==> config.mk <==
export PLATFORM = sky130hd
export DESIGN_NAME = tfe_top
export DESIGN_NICKNAME = d
export VERILOG_FILES = /design/src/hw/tfe_pkg.sv /design/src/hw/tfe_top.sv /design/src/hw/tfe_edge_sel.sv /design/src/hw/tfe_flag_ch.sv
export VERILOG_INCLUDE_DIRS = /design/src /design/src/hw
export SDC_FILE = /design/constraint.sdc
export NUM_CORES = 1
export LEC_CHECK = 0
export ABC_CLOCK_PERIOD_IN_PS = 1470
export BUFFER_PORTS_ARGS = -buffer_cell sky130_fd_sc_hd__buf_2
export CORE_MARGIN = 2
export CORE_UTILIZATION = 44
export DETAILED_ROUTE_END_ITERATION = 16
export PLACE_DENSITY = 0.83
export SETUP_SLACK_MARGIN = 0.4
export SYNTH_ARGS = -nofsm -noshare
export SYNTH_HDL_FRONTEND = slang
export SYNTH_SLANG_ARGS = --single-unit
==> constraint.sdc <==
create_clock -name CORE_CLK -period 1.47 [get_ports CORE_CLK]
set_input_delay 0.0735 -clock CORE_CLK [delete_from_list [all_inputs] [get_ports CORE_CLK]]
set_output_delay 0.0735 -clock CORE_CLK [all_outputs]
set_load 0.1 [all_outputs]
==> src/hw/tfe_defs.svh <==
/*
 * Offsets, field positions, reset values and divider figures for the
 * timer flag and edge logic. Assumes byte addressing on a 32-bit
 * Avalon-MM bus with one register per aligned word.
 */
`ifndef TFE_DEFS_SVH
`define TFE_DEFS_SVH

// Register byte offsets
`define TFE_ADDR_W 6
`define TFE_OFF_CLKCTL 6'h00
`define TFE_OFF_FLAGS 6'h04
`define TFE_OFF_EVSTAT 6'h08
`define TFE_OFF_EVMASK 6'h0c

// Clock control fields
`define TFE_PSC_LSB 0
`define TFE_PSC_MSB 1
`define TFE_EDGE_LO_POS 3
`define TFE_EDGE_HI_POS 4

// Prescale codes: system clock divided by 1, 4, 16, 64
`define TFE_PSC_DIV1 2'h0
`define TFE_PSC_DIV4 2'h1
`define TFE_PSC_DIV16 2'h2
`define TFE_PSC_DIV64 2'h3

// Divider counter bit that forms each divided clock
`define TFE_DIV_W 6
`define TFE_DIV4_BIT 1
`define TFE_DIV16_BIT 3
`define TFE_DIV64_BIT 5

// Edge select codes
`define TFE_EDGE_RISE 2'h0
`define TFE_EDGE_FALL 2'h1

// Reset values
`define TFE_CLKCTL_RST 8'h00
`define TFE_FLAGS_RST 4'h0
`define TFE_EVSTAT_RST 8'h00
`define TFE_EVMASK_RST 8'h00

`endif

==> src/hw/tfe_pkg.sv <==
/*
 * Types shared by the timer flag and edge logic.
 * Assumes tfe_defs.svh holds every number.
 */
package tfe_pkg;

   // Clock control register image
   typedef struct packed {
      logic [2:0] unused;       // Reads as zero
      logic edge_select_hi;     // Edge select, upper bit
      logic edge_select_lo;     // Edge select, lower bit
      logic prescale_hi;        // Unused prescale bit, kept zero
      logic [1:0] prescale;     // Input clock division
   } tfe_clkctl_t;

   // Requests from the data transfer controller
   typedef struct packed {
      logic [3:0] act;          // Activated by channel interrupt
      logic disable_select;     // Disable-select bit of its mode
      logic count_nz;           // Transfer counter not zero
   } tfe_dtc_t;

   // Bus answer phase
   typedef enum logic {TFE_BUS_IDLE, TFE_BUS_ANSWER} tfe_bus_t;

endpackage : tfe_pkg

==> src/hw/tfe_top.sv <==
/*
 * Timer flag and edge logic: counter clock edge selection, four
 * capture/compare flags with software and transfer-controller clears,
 * event status with mask and one interrupt line, Avalon-MM slave.
 * Assumes one 200 MHz clock, synchronous inputs and a synchronous
 * active-low reset. Capture/compare events arrive as one-cycle pulses.
 */
// Chosen here: the register offsets and the Avalon-MM slave port.
// Operation
// - Edge select only acts at divide-by-four or slower
// - Undivided clock counts every rising system edge
// - Controller activation clears flag D when permitted
// - Flag D clears on write 0 after read 1
// - Controller activation clears flag C when permitted
// - Flag C clears on write 0 after read 1
// - Controller activation clears flag B when permitted
// - Flag B write 0 unarmed leaves it set
// - Flag A clears under the same two conditions
`timescale 1ns/100ps
`include "tfe_defs.svh"

module tfe_top
   import tfe_pkg::*;
(
   input wire logic CORE_CLK,                  // System clock
   input wire logic NRST,                      // Sync reset, low
   input wire logic [`TFE_ADDR_W-1:0] AVS_ADDRESS, // Byte address
   input wire logic AVS_READ,                  // Read request
   input wire logic AVS_WRITE,                 // Write request
   input wire logic [31:0] AVS_WRITEDATA,      // Write data
   input wire logic [3:0] AVS_BYTEENABLE,      // Byte lanes
   output logic [31:0] AVS_READDATA,           // Read data
   output logic AVS_WAITREQUEST,               // Stall request
   input wire logic [3:0] CAPTURE_MATCH,       // Match events A..D
   input wire logic [3:0] DTC_ACT,             // Controller activated
   input wire logic DTC_DISABLE_SEL,           // Disable-select bit
   input wire logic DTC_COUNT_NZ,              // Counter not zero
   output logic [3:0] MATCH_IRQ,               // Channel requests
   output logic COUNT_TICK,                    // Counter enable
   output logic IRQ                            // Combined interrupt
);

   // Does a byte address hit a register offset
   function automatic logic reg_hit(
      input logic [`TFE_ADDR_W-1:0] addr,
      input logic [`TFE_ADDR_W-1:0] off
   );
      reg_hit = (addr == off);
   endfunction : reg_hit

   // Write merge for the low byte lane
   function automatic logic [7:0] lane0(
      input logic [7:0] old_v,
      input logic [31:0] wd,
      input logic [3:0] be
   );
      lane0 = be[0] ? wd[7:0] : old_v;
   endfunction : lane0

   tfe_bus_t bus_r;                 // Bus answer phase
   tfe_bus_t bus_nxt;               // Next bus phase
   tfe_clkctl_t timer_clock_control_r; // Clock control register
   tfe_dtc_t dtc;                   // Controller request bundle
   logic [7:0] evstat_r;            // Sticky event status
   logic [7:0] evmask_r;            // Event mask
   logic [7:0] ev_set;              // Events this cycle
   logic [3:0] flags;               // Flag outputs from channels
   logic [3:0] dtc_clr;             // Qualified controller clears
   logic [3:0] dtc_done;            // Controller clears that acted
   logic [3:0] rd_one;              // Per-flag armed-read strobes
   logic [31:0] rdata_nxt;          // Read mux
   logic [31:0] rdata_r;            // Read data held for answer
   logic acc;                       // Request accepted this edge
   logic rd_acc;                    // Accepted read
   logic wr_acc;                    // Accepted write
   logic wr_ctl;                    // Write hits clock control
   logic wr_flags;                  // Write hits flag register
   logic wr_evstat;                 // Write hits event status
   logic wr_evmask;                 // Write hits event mask
   logic tick;                      // Count pulse from edge logic

   // Bundle controller inputs
   assign dtc.act = DTC_ACT;
   assign dtc.disable_select = DTC_DISABLE_SEL;
   assign dtc.count_nz = DTC_COUNT_NZ;

   // Bus phase: every request takes one stall cycle, then answers
   always_comb begin
      unique case (bus_r)
         TFE_BUS_IDLE: begin
            // Take the request and stall one cycle
            bus_nxt = (AVS_READ | AVS_WRITE) ? TFE_BUS_ANSWER
                                             : TFE_BUS_IDLE;
         end
         TFE_BUS_ANSWER: begin
            // Answer given, back to idle
            bus_nxt = TFE_BUS_IDLE;
         end
      endcase
   end

   // Bus phase register
   always_ff @(posedge CORE_CLK) begin
      if (!NRST) begin
         bus_r <= TFE_BUS_IDLE;
      end else begin
         bus_r <= bus_nxt;
      end
   end

   // Waitrequest drops in the answer cycle only
   assign AVS_WAITREQUEST = (AVS_READ | AVS_WRITE) &
                            (bus_r != TFE_BUS_ANSWER);
   assign acc = (bus_r == TFE_BUS_ANSWER) & (AVS_READ | AVS_WRITE);
   assign rd_acc = acc & AVS_READ;
   assign wr_acc = acc & AVS_WRITE;

   // Address decode of accepted writes
   assign wr_ctl = wr_acc & reg_hit(AVS_ADDRESS, `TFE_OFF_CLKCTL);
   assign wr_flags = wr_acc & reg_hit(AVS_ADDRESS, `TFE_OFF_FLAGS);
   assign wr_evstat = wr_acc & reg_hit(AVS_ADDRESS, `TFE_OFF_EVSTAT);
   assign wr_evmask = wr_acc & reg_hit(AVS_ADDRESS, `TFE_OFF_EVMASK);

   // Read mux; unmapped addresses read zero
   always_comb begin
      rdata_nxt = '0;
      if (reg_hit(AVS_ADDRESS, `TFE_OFF_CLKCTL)) begin
         rdata_nxt[7:0] = timer_clock_control_r;
      end else if (reg_hit(AVS_ADDRESS, `TFE_OFF_FLAGS)) begin
         rdata_nxt[3:0] = flags;
      end else if (reg_hit(AVS_ADDRESS, `TFE_OFF_EVSTAT)) begin
         rdata_nxt[7:0] = evstat_r;
      end else if (reg_hit(AVS_ADDRESS, `TFE_OFF_EVMASK)) begin
         rdata_nxt[7:0] = evmask_r;
      end
   end

   // Snapshot taken in the stall cycle so the armed bits match
   // exactly what software is handed
   always_ff @(posedge CORE_CLK) begin
      if (!NRST) begin
         rdata_r <= '0;
      end else if (bus_r == TFE_BUS_IDLE && AVS_READ) begin
         rdata_r <= rdata_nxt;
      end
   end
   assign AVS_READDATA = rdata_r;

   // A flag arms only if the handed-out value showed it as 1
   assign rd_one = (rd_acc && reg_hit(AVS_ADDRESS, `TFE_OFF_FLAGS))
                   ? rdata_r[3:0] : 4'h0;

   // Clock control register; unused bits stay zero
   always_ff @(posedge CORE_CLK) begin
      if (!NRST) begin
         timer_clock_control_r <= `TFE_CLKCTL_RST;
      end else if (wr_ctl && AVS_BYTEENABLE[0]) begin
         timer_clock_control_r.prescale <=
            AVS_WRITEDATA[`TFE_PSC_MSB:`TFE_PSC_LSB];
         timer_clock_control_r.edge_select_lo <=
            AVS_WRITEDATA[`TFE_EDGE_LO_POS];
         timer_clock_control_r.edge_select_hi <=
            AVS_WRITEDATA[`TFE_EDGE_HI_POS];
      end
   end

   // Counter enable; edge field is ignored when undivided
   tfe_edge_sel u_edge (
      .clk(CORE_CLK),
      .nrst(NRST),
      .prescale(timer_clock_control_r.prescale),
      .edge_sel({timer_clock_control_r.edge_select_hi,
                 timer_clock_control_r.edge_select_lo}),
      .tick(tick)
   );
   assign COUNT_TICK = tick;

   // Controller clears only with disable-select 0 and count left
   assign dtc_clr = dtc.act &
                    {4{~dtc.disable_select & dtc.count_nz}};

   // Four channels A..D, bit index equals channel
   for (genvar ch = 0; ch < 4; ch++) begin : g_ch
      tfe_flag_ch u_flag (
         .clk(CORE_CLK),
         .nrst(NRST),
         .set_evt(CAPTURE_MATCH[ch]),
         .dtc_clr(dtc_clr[ch]),
         .rd_one(rd_one[ch]),
         .wr_acc(wr_flags),
         .wr_bit(AVS_WRITEDATA[ch] | ~AVS_BYTEENABLE[0]),
         .flag(flags[ch]),
         .dtc_done(dtc_done[ch])
      );
   end

   // Flags drive the channel requests while set
   assign MATCH_IRQ = flags;

   // Event sources: match events low, controller clears high
   assign ev_set = {dtc_done, CAPTURE_MATCH};

   // Sticky event status, write one clears, set wins
   always_ff @(posedge CORE_CLK) begin
      if (!NRST) begin
         evstat_r <= `TFE_EVSTAT_RST;
      end else begin
         evstat_r <= ev_set |
            (evstat_r & ~((wr_evstat && AVS_BYTEENABLE[0])
                          ? AVS_WRITEDATA[7:0] : 8'h00));
      end
   end

   // Event mask; a 1 lets the event reach the line
   always_ff @(posedge CORE_CLK) begin
      if (!NRST) begin
         evmask_r <= `TFE_EVMASK_RST;
      end else if (wr_evmask) begin
         evmask_r <= lane0(evmask_r, AVS_WRITEDATA, AVS_BYTEENABLE);
      end
   end

   // Level interrupt, registered to keep the output glitch free
   always_ff @(posedge CORE_CLK) begin
      if (!NRST) begin
         IRQ <= 1'b0;
      end else begin
         IRQ <= |(evstat_r & evmask_r);
      end
   end

endmodule : tfe_top

==> src/hw/tfe_edge_sel.sv <==
/*
 * Counter clock enable: prescaler with edge selection.
 * Assumes one system clock; emits a one-cycle count pulse.
 */
`timescale 1ns/100ps
`include "tfe_defs.svh"

module tfe_edge_sel
   import tfe_pkg::*;
(
   input wire logic clk,             // System clock
   input wire logic nrst,            // Synchronous reset, low
   input wire logic [1:0] prescale,  // Division code
   input wire logic [1:0] edge_sel,  // Edge select field
   output logic tick                 // One-cycle count enable
);

   logic [`TFE_DIV_W-1:0] div_r;     // Free-running prescaler
   logic lvl;                        // Chosen divided clock level
   logic lvl_r;                      // Level one cycle earlier
   logic tick_nxt;                   // Next count pulse

   // Prescaler always runs so switching division is glitch free
   always_ff @(posedge clk) begin
      if (!nrst) begin
         div_r <= '0;
         lvl_r <= 1'b0;
      end else begin
         div_r <= div_r + 1'b1;
         lvl_r <= lvl;
      end
   end

   // Pick the divided clock
   always_comb begin
      unique case (prescale)
         `TFE_PSC_DIV4: lvl = div_r[`TFE_DIV4_BIT];
         `TFE_PSC_DIV16: lvl = div_r[`TFE_DIV16_BIT];
         `TFE_PSC_DIV64: lvl = div_r[`TFE_DIV64_BIT];
         default: lvl = 1'b0;
      endcase
   end

   // Edge choice applies only to divided clocks
   always_comb begin
      if (prescale == `TFE_PSC_DIV1) begin
         tick_nxt = 1'b1;
      end else if (edge_sel[1]) begin
         tick_nxt = lvl ^ lvl_r;
      end else if (edge_sel == `TFE_EDGE_FALL) begin
         tick_nxt = lvl_r & ~lvl;
      end else begin
         tick_nxt = lvl & ~lvl_r;
      end
   end

   // Registered pulse output
   always_ff @(posedge clk) begin
      if (!nrst) begin
         tick <= 1'b0;
      end else begin
         tick <= tick_nxt;
      end
   end

endmodule : tfe_edge_sel

==> src/hw/tfe_flag_ch.sv <==
/*
 * One compare/capture flag with its two clearing paths.
 * Assumes bus strobes are one-cycle pulses at the accepting edge.
 */
`timescale 1ns/100ps

module tfe_flag_ch (
   input wire logic clk,        // System clock
   input wire logic nrst,       // Synchronous reset, low
   input wire logic set_evt,    // Capture or compare match
   input wire logic dtc_clr,    // Qualified controller activation
   input wire logic rd_one,     // Accepted read saw this flag as 1
   input wire logic wr_acc,     // Accepted write to flag register
   input wire logic wr_bit,     // Written value of this bit
   output logic flag,           // Flag state
   output logic dtc_done        // Pulse: cleared by controller
);

   logic armed_r;               // A read of 1 came first
   logic sw_clr;                // Software clear this cycle

   assign sw_clr = wr_acc & ~wr_bit & armed_r;

   // Set wins over any clear in the same cycle
   always_ff @(posedge clk) begin
      if (!nrst) begin
         flag <= 1'b0;
      end else if (set_evt) begin
         flag <= 1'b1;
      end else if (dtc_clr | sw_clr) begin
         flag <= 1'b0;
      end
   end

   // Arming is spent by any write and lost once the flag drops
   always_ff @(posedge clk) begin
      if (!nrst) begin
         armed_r <= 1'b0;
      end else if (wr_acc) begin
         armed_r <= 1'b0;
      end else if (rd_one) begin
         armed_r <= 1'b1;
      end else if (!flag) begin
         armed_r <= 1'b0;
      end
   end

   // Report a controller clear that really took effect
   always_ff @(posedge clk) begin
      if (!nrst) begin
         dtc_done <= 1'b0;
      end else begin
         dtc_done <= dtc_clr & flag & ~set_evt;
      end
   end

endmodule : tfe_flag_ch

Yosys cells after proc, flatten, opt, wreduce, memory -nomap -nowiden --
Index checks and enable logic that the tools add are counted.
Storage, ports and cells: input bits 56, bits in registers 50, output and inout port bits 39, logic and storage cells 133
Operators by class: multiplexer cells 29, equality and inequality tests 11, add/subtract/negate cells 1, bitwise gates (word level) 56, reductions and logical operators 13
Operators with widths (number):
- $mux W8 | 4
- $and A1 B1 Y1 | 27
- $mux W1 | 20
- $and A8 B8 Y8 | 2
- $not A1 Y1 | 14
- $eq A6 B4 Y1 const B | 2
- $mux W4 | 3
- $or A1 B1 Y1 | 9
- $ne A2 B2 Y1 const B | 4
- $not A8 Y8 | 1
- $or A8 B8 Y8 | 1
- $reduce_bool A2 Y1 | 4
- $reduce_or A8 Y1 | 1
- $add A6 B1 Y6 const B | 1
- $eq A6 B3 Y1 const B | 1
- $logic_not A6 Y1 | 1
- $and A4 B4 Y4 | 1
- $eq A2 B1 Y1 const B | 2
- $eq A2 B2 Y1 const B | 2
- $logic_and A1 B1 Y1 | 4
- $pmux W1 S3 | 1
- $logic_not A2 Y1 | 1
- $pmux W1 S2 | 1
- $reduce_and A2 Y1 | 1
- 2 further kinds | 2

Depth between registers and ports, before layout --
depth in word-level cells 9, depth in mapped cells 7, depth with buffers taken out 7

Cells and area by module --
From an unflattened synthesis, not the netlist that was laid out.
Second synthesis, totals: cells, all modules 262, area, all modules 2482.4 µm²
By module, submodules not included:
- tfe_top | instances 1, cells an instance 186, seq. area each 600.6 µm², area an instance 1651.6 µm²
- tfe_flag_ch | instances 4, cells an instance 10, seq. area each 60.1 µm², area an instance 116.4 µm²
- tfe_edge_sel | instances 1, cells an instance 36, seq. area each 160.2 µm², area an instance 365.4 µm²

Worst setup path before layout --
OpenSTA, ideal clock, no wires.
path type reg2out, start point reg bus_r, end point out AVS_WAITREQUEST, arrival time 1.603 ns, required time 1.397 ns, stages on the path, launching flop included 2, setup slack -0.207 ns, buffers on the path 0, path through dfxtp_1 > nor2_1
Between the ends: longest elaborated chain between the ends 2
RTL lines:
- start, declared | line tfe_top.sv:60 | tfe_bus_t bus_r;
- start signal, assigned | line tfe_top.sv:107 | bus_r <= bus_nxt;
- $not A1 Y1 | line tfe_top.sv:113 | (bus_r != TFE_BUS_ANSWER);
- $and A1 B1 Y1 | line tfe_top.sv:112 | assign AVS_WAITREQUEST = (AVS_READ | AVS_WRITE) &
- end, declared | line tfe_top.sv:33 | output logic AVS_WAITREQUEST,
No other way between the ends.

Worst setup path after layout --
start point reg, netlist name timer_clock_control_r[1], end point reg u_edge.tick
Between the ends: longest elaborated chain between the ends 7, elaborated cells on any way between the ends 12, classes of those cells eq/ne (3); mux (4); bitwise (4); reduce/logical (1)
RTL lines:
- $eq A2 B2 Y1 / $eq A2 B1 Y1 (equally long branches) | line tfe_edge_sel.sv:36 | unique case (prescale)
- $pmux W1 S3 (*) | line tfe_edge_sel.sv:36
- via u_edge.lvl | line tfe_edge_sel.sv:19 | logic lvl;
- $not A1 Y1 | line tfe_edge_sel.sv:51 | tick_nxt = lvl_r & ~lvl;
- $and A1 B1 Y1 | line tfe_edge_sel.sv:51
- $mux W1 | line tfe_edge_sel.sv:50 | end else if (edge_sel == `TFE_EDGE_FALL) begin
- $mux W1 (*) | line tfe_edge_sel.sv:48 | end else if (edge_sel[1]) begin
- $mux W1 (*) | line tfe_edge_sel.sv:46 | if (prescale == `TFE_PSC_DIV1) begin
- end signal, assigned | line tfe_edge_sel.sv:62 | tick <= tick_nxt;
- end, declared | line tfe_edge_sel.sv:15 | output logic tick
Mark *: on every way through the listed nets, which the timed path passes. The rest lies on a longest branch. A chain may end at the register's enable or synchronous reset.

==> run_results.csv <==
group,metric,value,unit
synthesis,syn_avg_cell_area,8.89,µm²
detailed_routing,post_drt_wl_per_cell,14.9,µm
power_and_ir_drop,internal-power,0.00191,W
timing,rsz0062_at_grt,"yes",
clocking,cts_buffers,5,
cells_and_area,stdcell_count,395,
synthesis,ys_ff_latch,50,
power_and_ir_drop,pwr-share-seq,49.2,%
hold_path,hp-class,"in2reg",
cells_and_area,fillers,449,
detailed_routing,drtIter0Drc,78,
place,gp_congestion,0.865,
global_route,grt_use_met2,32.7,%
timing,hold_ws,0.0160,ns
timing,setup_viol,1,
critical_path,slowest_delay,0.34,ns
power_and_ir_drop,power_density,946,nW/µm²
die,rows,27,
critical_path,arrival,1.67,ns
run,max_cap_viol_count,0,
synthesis,netlist_instances,277,
timing,skew,0.00516,ns
critical_path,worstPathRequired,1.67,ns
synthesis,ys_types,36,
die,coreArea,5440,µm²
synthesis,synth_top_area_share,40.7,%
clocking,cts_sinks,50,
critical_path,timing.critical_path.buf_inv,1,
critical_path,critical_path_class,"reg2reg",
cells_and_area,layout.nets,383,
outcome,failed_checks,"setup timing",
die,die-area,6210,µm²
timing,slew_violations,0,
timing,min_period,1.47,ns
die,die-height,78.8,µm
clocking,path_clk_slew,0.08,ns
place,portBuffers,43,
power_and_ir_drop,clockPowerShare,26.7,%
die,fp.dieW,78.8,µm
place,placed_cells,382,
power_and_ir_drop,peakVddDrop,0.664,mV
die,io_pins,95,
timing,finalWorstSetupSlack,-0.00135,ns
power_and_ir_drop,leakage,1.29,nW
timing,hold_violations,0,
detailed_routing,num_vias,2139,
detailed_routing,antenna_left,0,
clocking,clk_latency,0.30,ns
detailed_routing,drtPass1Iterations,4,
cells_and_area,layout-drive-gt1-share,34.4,%
detailed_routing,post-route-drc-count,0,
global_route,overflow,0,
global_route,grt_pass1_vias,2007,
timing,min_period_over_period,100,%
detailed_routing,wl,5890,µm
global_route,grt-busiest-layer,"met2",
synthesis,ys_seq_area_share,40.7,%
global_route,grt_pass1_wl,9400,µm
critical_path,end_kind,"register",
global_route,grt_usage,19.2,%
synthesis,ys_warn_count,0,
global_route,grt_util_met3,4.55,%
critical_path,crit_slowest_cell,"dfxtp_2",
global_route,antenna_found_initial,0,
clocking,htree_levels,2,
clocking,clockBufferDepth,2,
critical_path,critPathLaunchType,"register",
power_and_ir_drop,p_sw,0.000986,W
power_and_ir_drop,swShare,34.0,%
global_route,grt_max_degree,23,
place,dp.final_hpwl,4200,µm
critical_path,cpMostUsedCell,"mux2i_1",
global_route,met1_usage,23.2,%
outcome,status,"finished with violations",
cells_and_area,syn2layout_area_growth,24.5,%
synthesis,yosysTopAreaCell,"dfxtp_1",
power_and_ir_drop,p_comb_share,24.0,%
synthesis,synthTopCellsByArea,"dfxtp_1 41%, buf_4 8.8%, mux2i_1 8.1%, nand2_1 6.1%, a21oi_1 3.3%",
die,start_util,45.3,%
synthesis,synthesis.area,2460,µm²
critical_path,cp_top_family,"multiplexers",
clocking,cts_root_buffer,"clkbuf_8",
timing,fmax,680,MHz
critical_path,cp_max_fo,3,
place,dpl_worst_slack,-0.0179,ns
cells_and_area,antenna_cells,0,
clocking,cts_tree,"built",
critical_path,cp_cell_sequence,"mux2i_1 -> mux2i_1 -> inv_1 -> ha_2 -> mux2_4 -> o21ai_2 -> a21oi_1",
detailed_routing,vias_per_cell,5.42,
power groups by stage:
stage	clock network, W	logic [W]	registers, W
finish	0.000775	0.000696	0.00143
global route	0.000828	0.000725	0.00143
global placement	0	0.000608	0.00145
detailed placement	0	0.000615	0.00145
CTS	0.000783	0.000678	0.00142
floorplan	0	0.000569	0.00146
area by class of cell:
cell class,instances,area (µm²),area share [%]
Multi-Input combinational cell,196,1370,44.6
Timing Repair Buffer,60,458,14.9
Inverter,11,41.3,1.35
Clock buffer,6,82.6,2.69
Tap cell,72,90.1,2.94
Sequential cell,50,1030,33.5
final timing paths:
| check | startpoint | to | slack, ns | cells after the start |
|---|---|---|---|---|
| worst max-delay path | timer_clock_control_r[1]$_SDFFE_PN0P_ | u_edge.tick$_SDFF_PN0_ | -0.001 | 7 |
| worst min-delay path | DTC_ACT[3] | g_ch[3].u_flag.dtc_done$_SDFF_PN0_ | 0.02 | 3 |
| worst max register to register | timer_clock_control_r[1]$_SDFFE_PN0P_ | u_edge.tick$_SDFF_PN0_ | -0.001 | 7 |
| worst min register to register | u_edge.div_r[0]$_SDFF_PN0_ | u_edge.div_r[0]$_SDFF_PN0_ | 0.42 | 1 |
cell usage in the layout, fill, tap and decap left out, types with 8 or more instances in the layout:
cell type,synthesis,layout
buf_2,4,28
mux2i_1,20,20
a21oi_1,16,12
o21ai_0,11,10
nand4_1,11,11
a41oi_2,0,8
inv_1,11,11
nand2_1,40,40
dfxtp_2,0,18
buf_4,29,19
dfxtp_1,50,31
conb_1,1,24
metrics by stage:
stage | TNS (ns) | cell area, µm² | utilization [%] | power [W]
after floorplan | 0 | 2660 | - | 0.00203
after global placement | 0 | 2740 | 50.3 | 0.00206
after detailed placement | -0.0179 | 2740 | 50.3 | 0.00207
after CTS | -0.0156 | 3010 | 55.4 | 0.00288
after global routing | -0.107 | 3070 | 56.4 | 0.00299
final | -0.00135 | 3070 | 56.4 | 0.00290
cells in the mapped netlist, drive strengths merged:
master,n
dfxtp,50
nand2,40
buf,34
mux2i,20
a21oi,16
nand4,12
inv,11
o21ai,11
a41oi,9
clkbuf,9
nor2,8
nor2b,7
a32o,5
nor3,5
a22o,4
a22oi,4
mux2,4
nand3,4
and2,3
ha,3
nand3b,3
nor3b,3
and3,2
xor2,2
a41o,1
and3b,1
conb,1
nand2b,1
nor4,1
or2,1
or3,1
xnor2,1
registers in the layout (all words and copies together), names as in the netlist:
| signal | flops |
|---|---|
| AVS_READDATA | 8 |
| IRQ | 1 |
| bus_r | 1 |
| evmask_r | 8 |
| evstat_r | 8 |
| g_ch.u_flag.armed_r | 4 |
| g_ch.u_flag.dtc_done | 4 |
| g_ch.u_flag.flag | 4 |
| timer_clock_control_r | 4 |
| u_edge.div_r | 6 |
| u_edge.lvl_r | 1 |
| u_edge.tick | 1 |
kinds of logic (layout without fill, tap and decap cells):
logic type               Yosys count  in the layout  share of synthesized area (%)
flip-flops                        50             50                           40.7
adder cells (fa/ha/maj)            3              3                           1.52
XOR/XNOR                           3              3                           1.07
AO/OA/AOI/OAI                     50             50                           13.8
buffers and inverters             54             77                           13.2
AND/OR/NAND/NOR                   92             92                           19.7
multiplexers                      24             24                           9.96
other                              1             24                          0.152
what timing repair did:
action	4_1_cts	5_1_grt
hold endpoints to repair	2	1
cloned	0	0
setup buffers	4	0
endpoints found under the setup margin	45	40
gates resized for setup	39	15
hold buffers	2	1
pin swaps	5	10
routing by layer:
| layer | wire (µm) | up-vias | part of all wire (%) |
|---|---|---|---|
| met5 | 0 | - | 0 |
| met4 | 105 | 0 | 1.8 |
| met3 | 427 | 12 | 7.3 |
| met2 | 3070 | 94 | 52 |
| met1 | 2290 | 1014 | 39 |
| li1 | - | 1019 | - |
worst register-to-register path: cells and delay by family (launching register included):
family | cells | cell delay [ns]
mux | 3 | 0.60
flops | 1 | 0.34
fa+ha+maj | 1 | 0.18
compound gates | 2 | 0.18
buf+inv | 1 | 0.08
(Power assumes the default switching activity.)
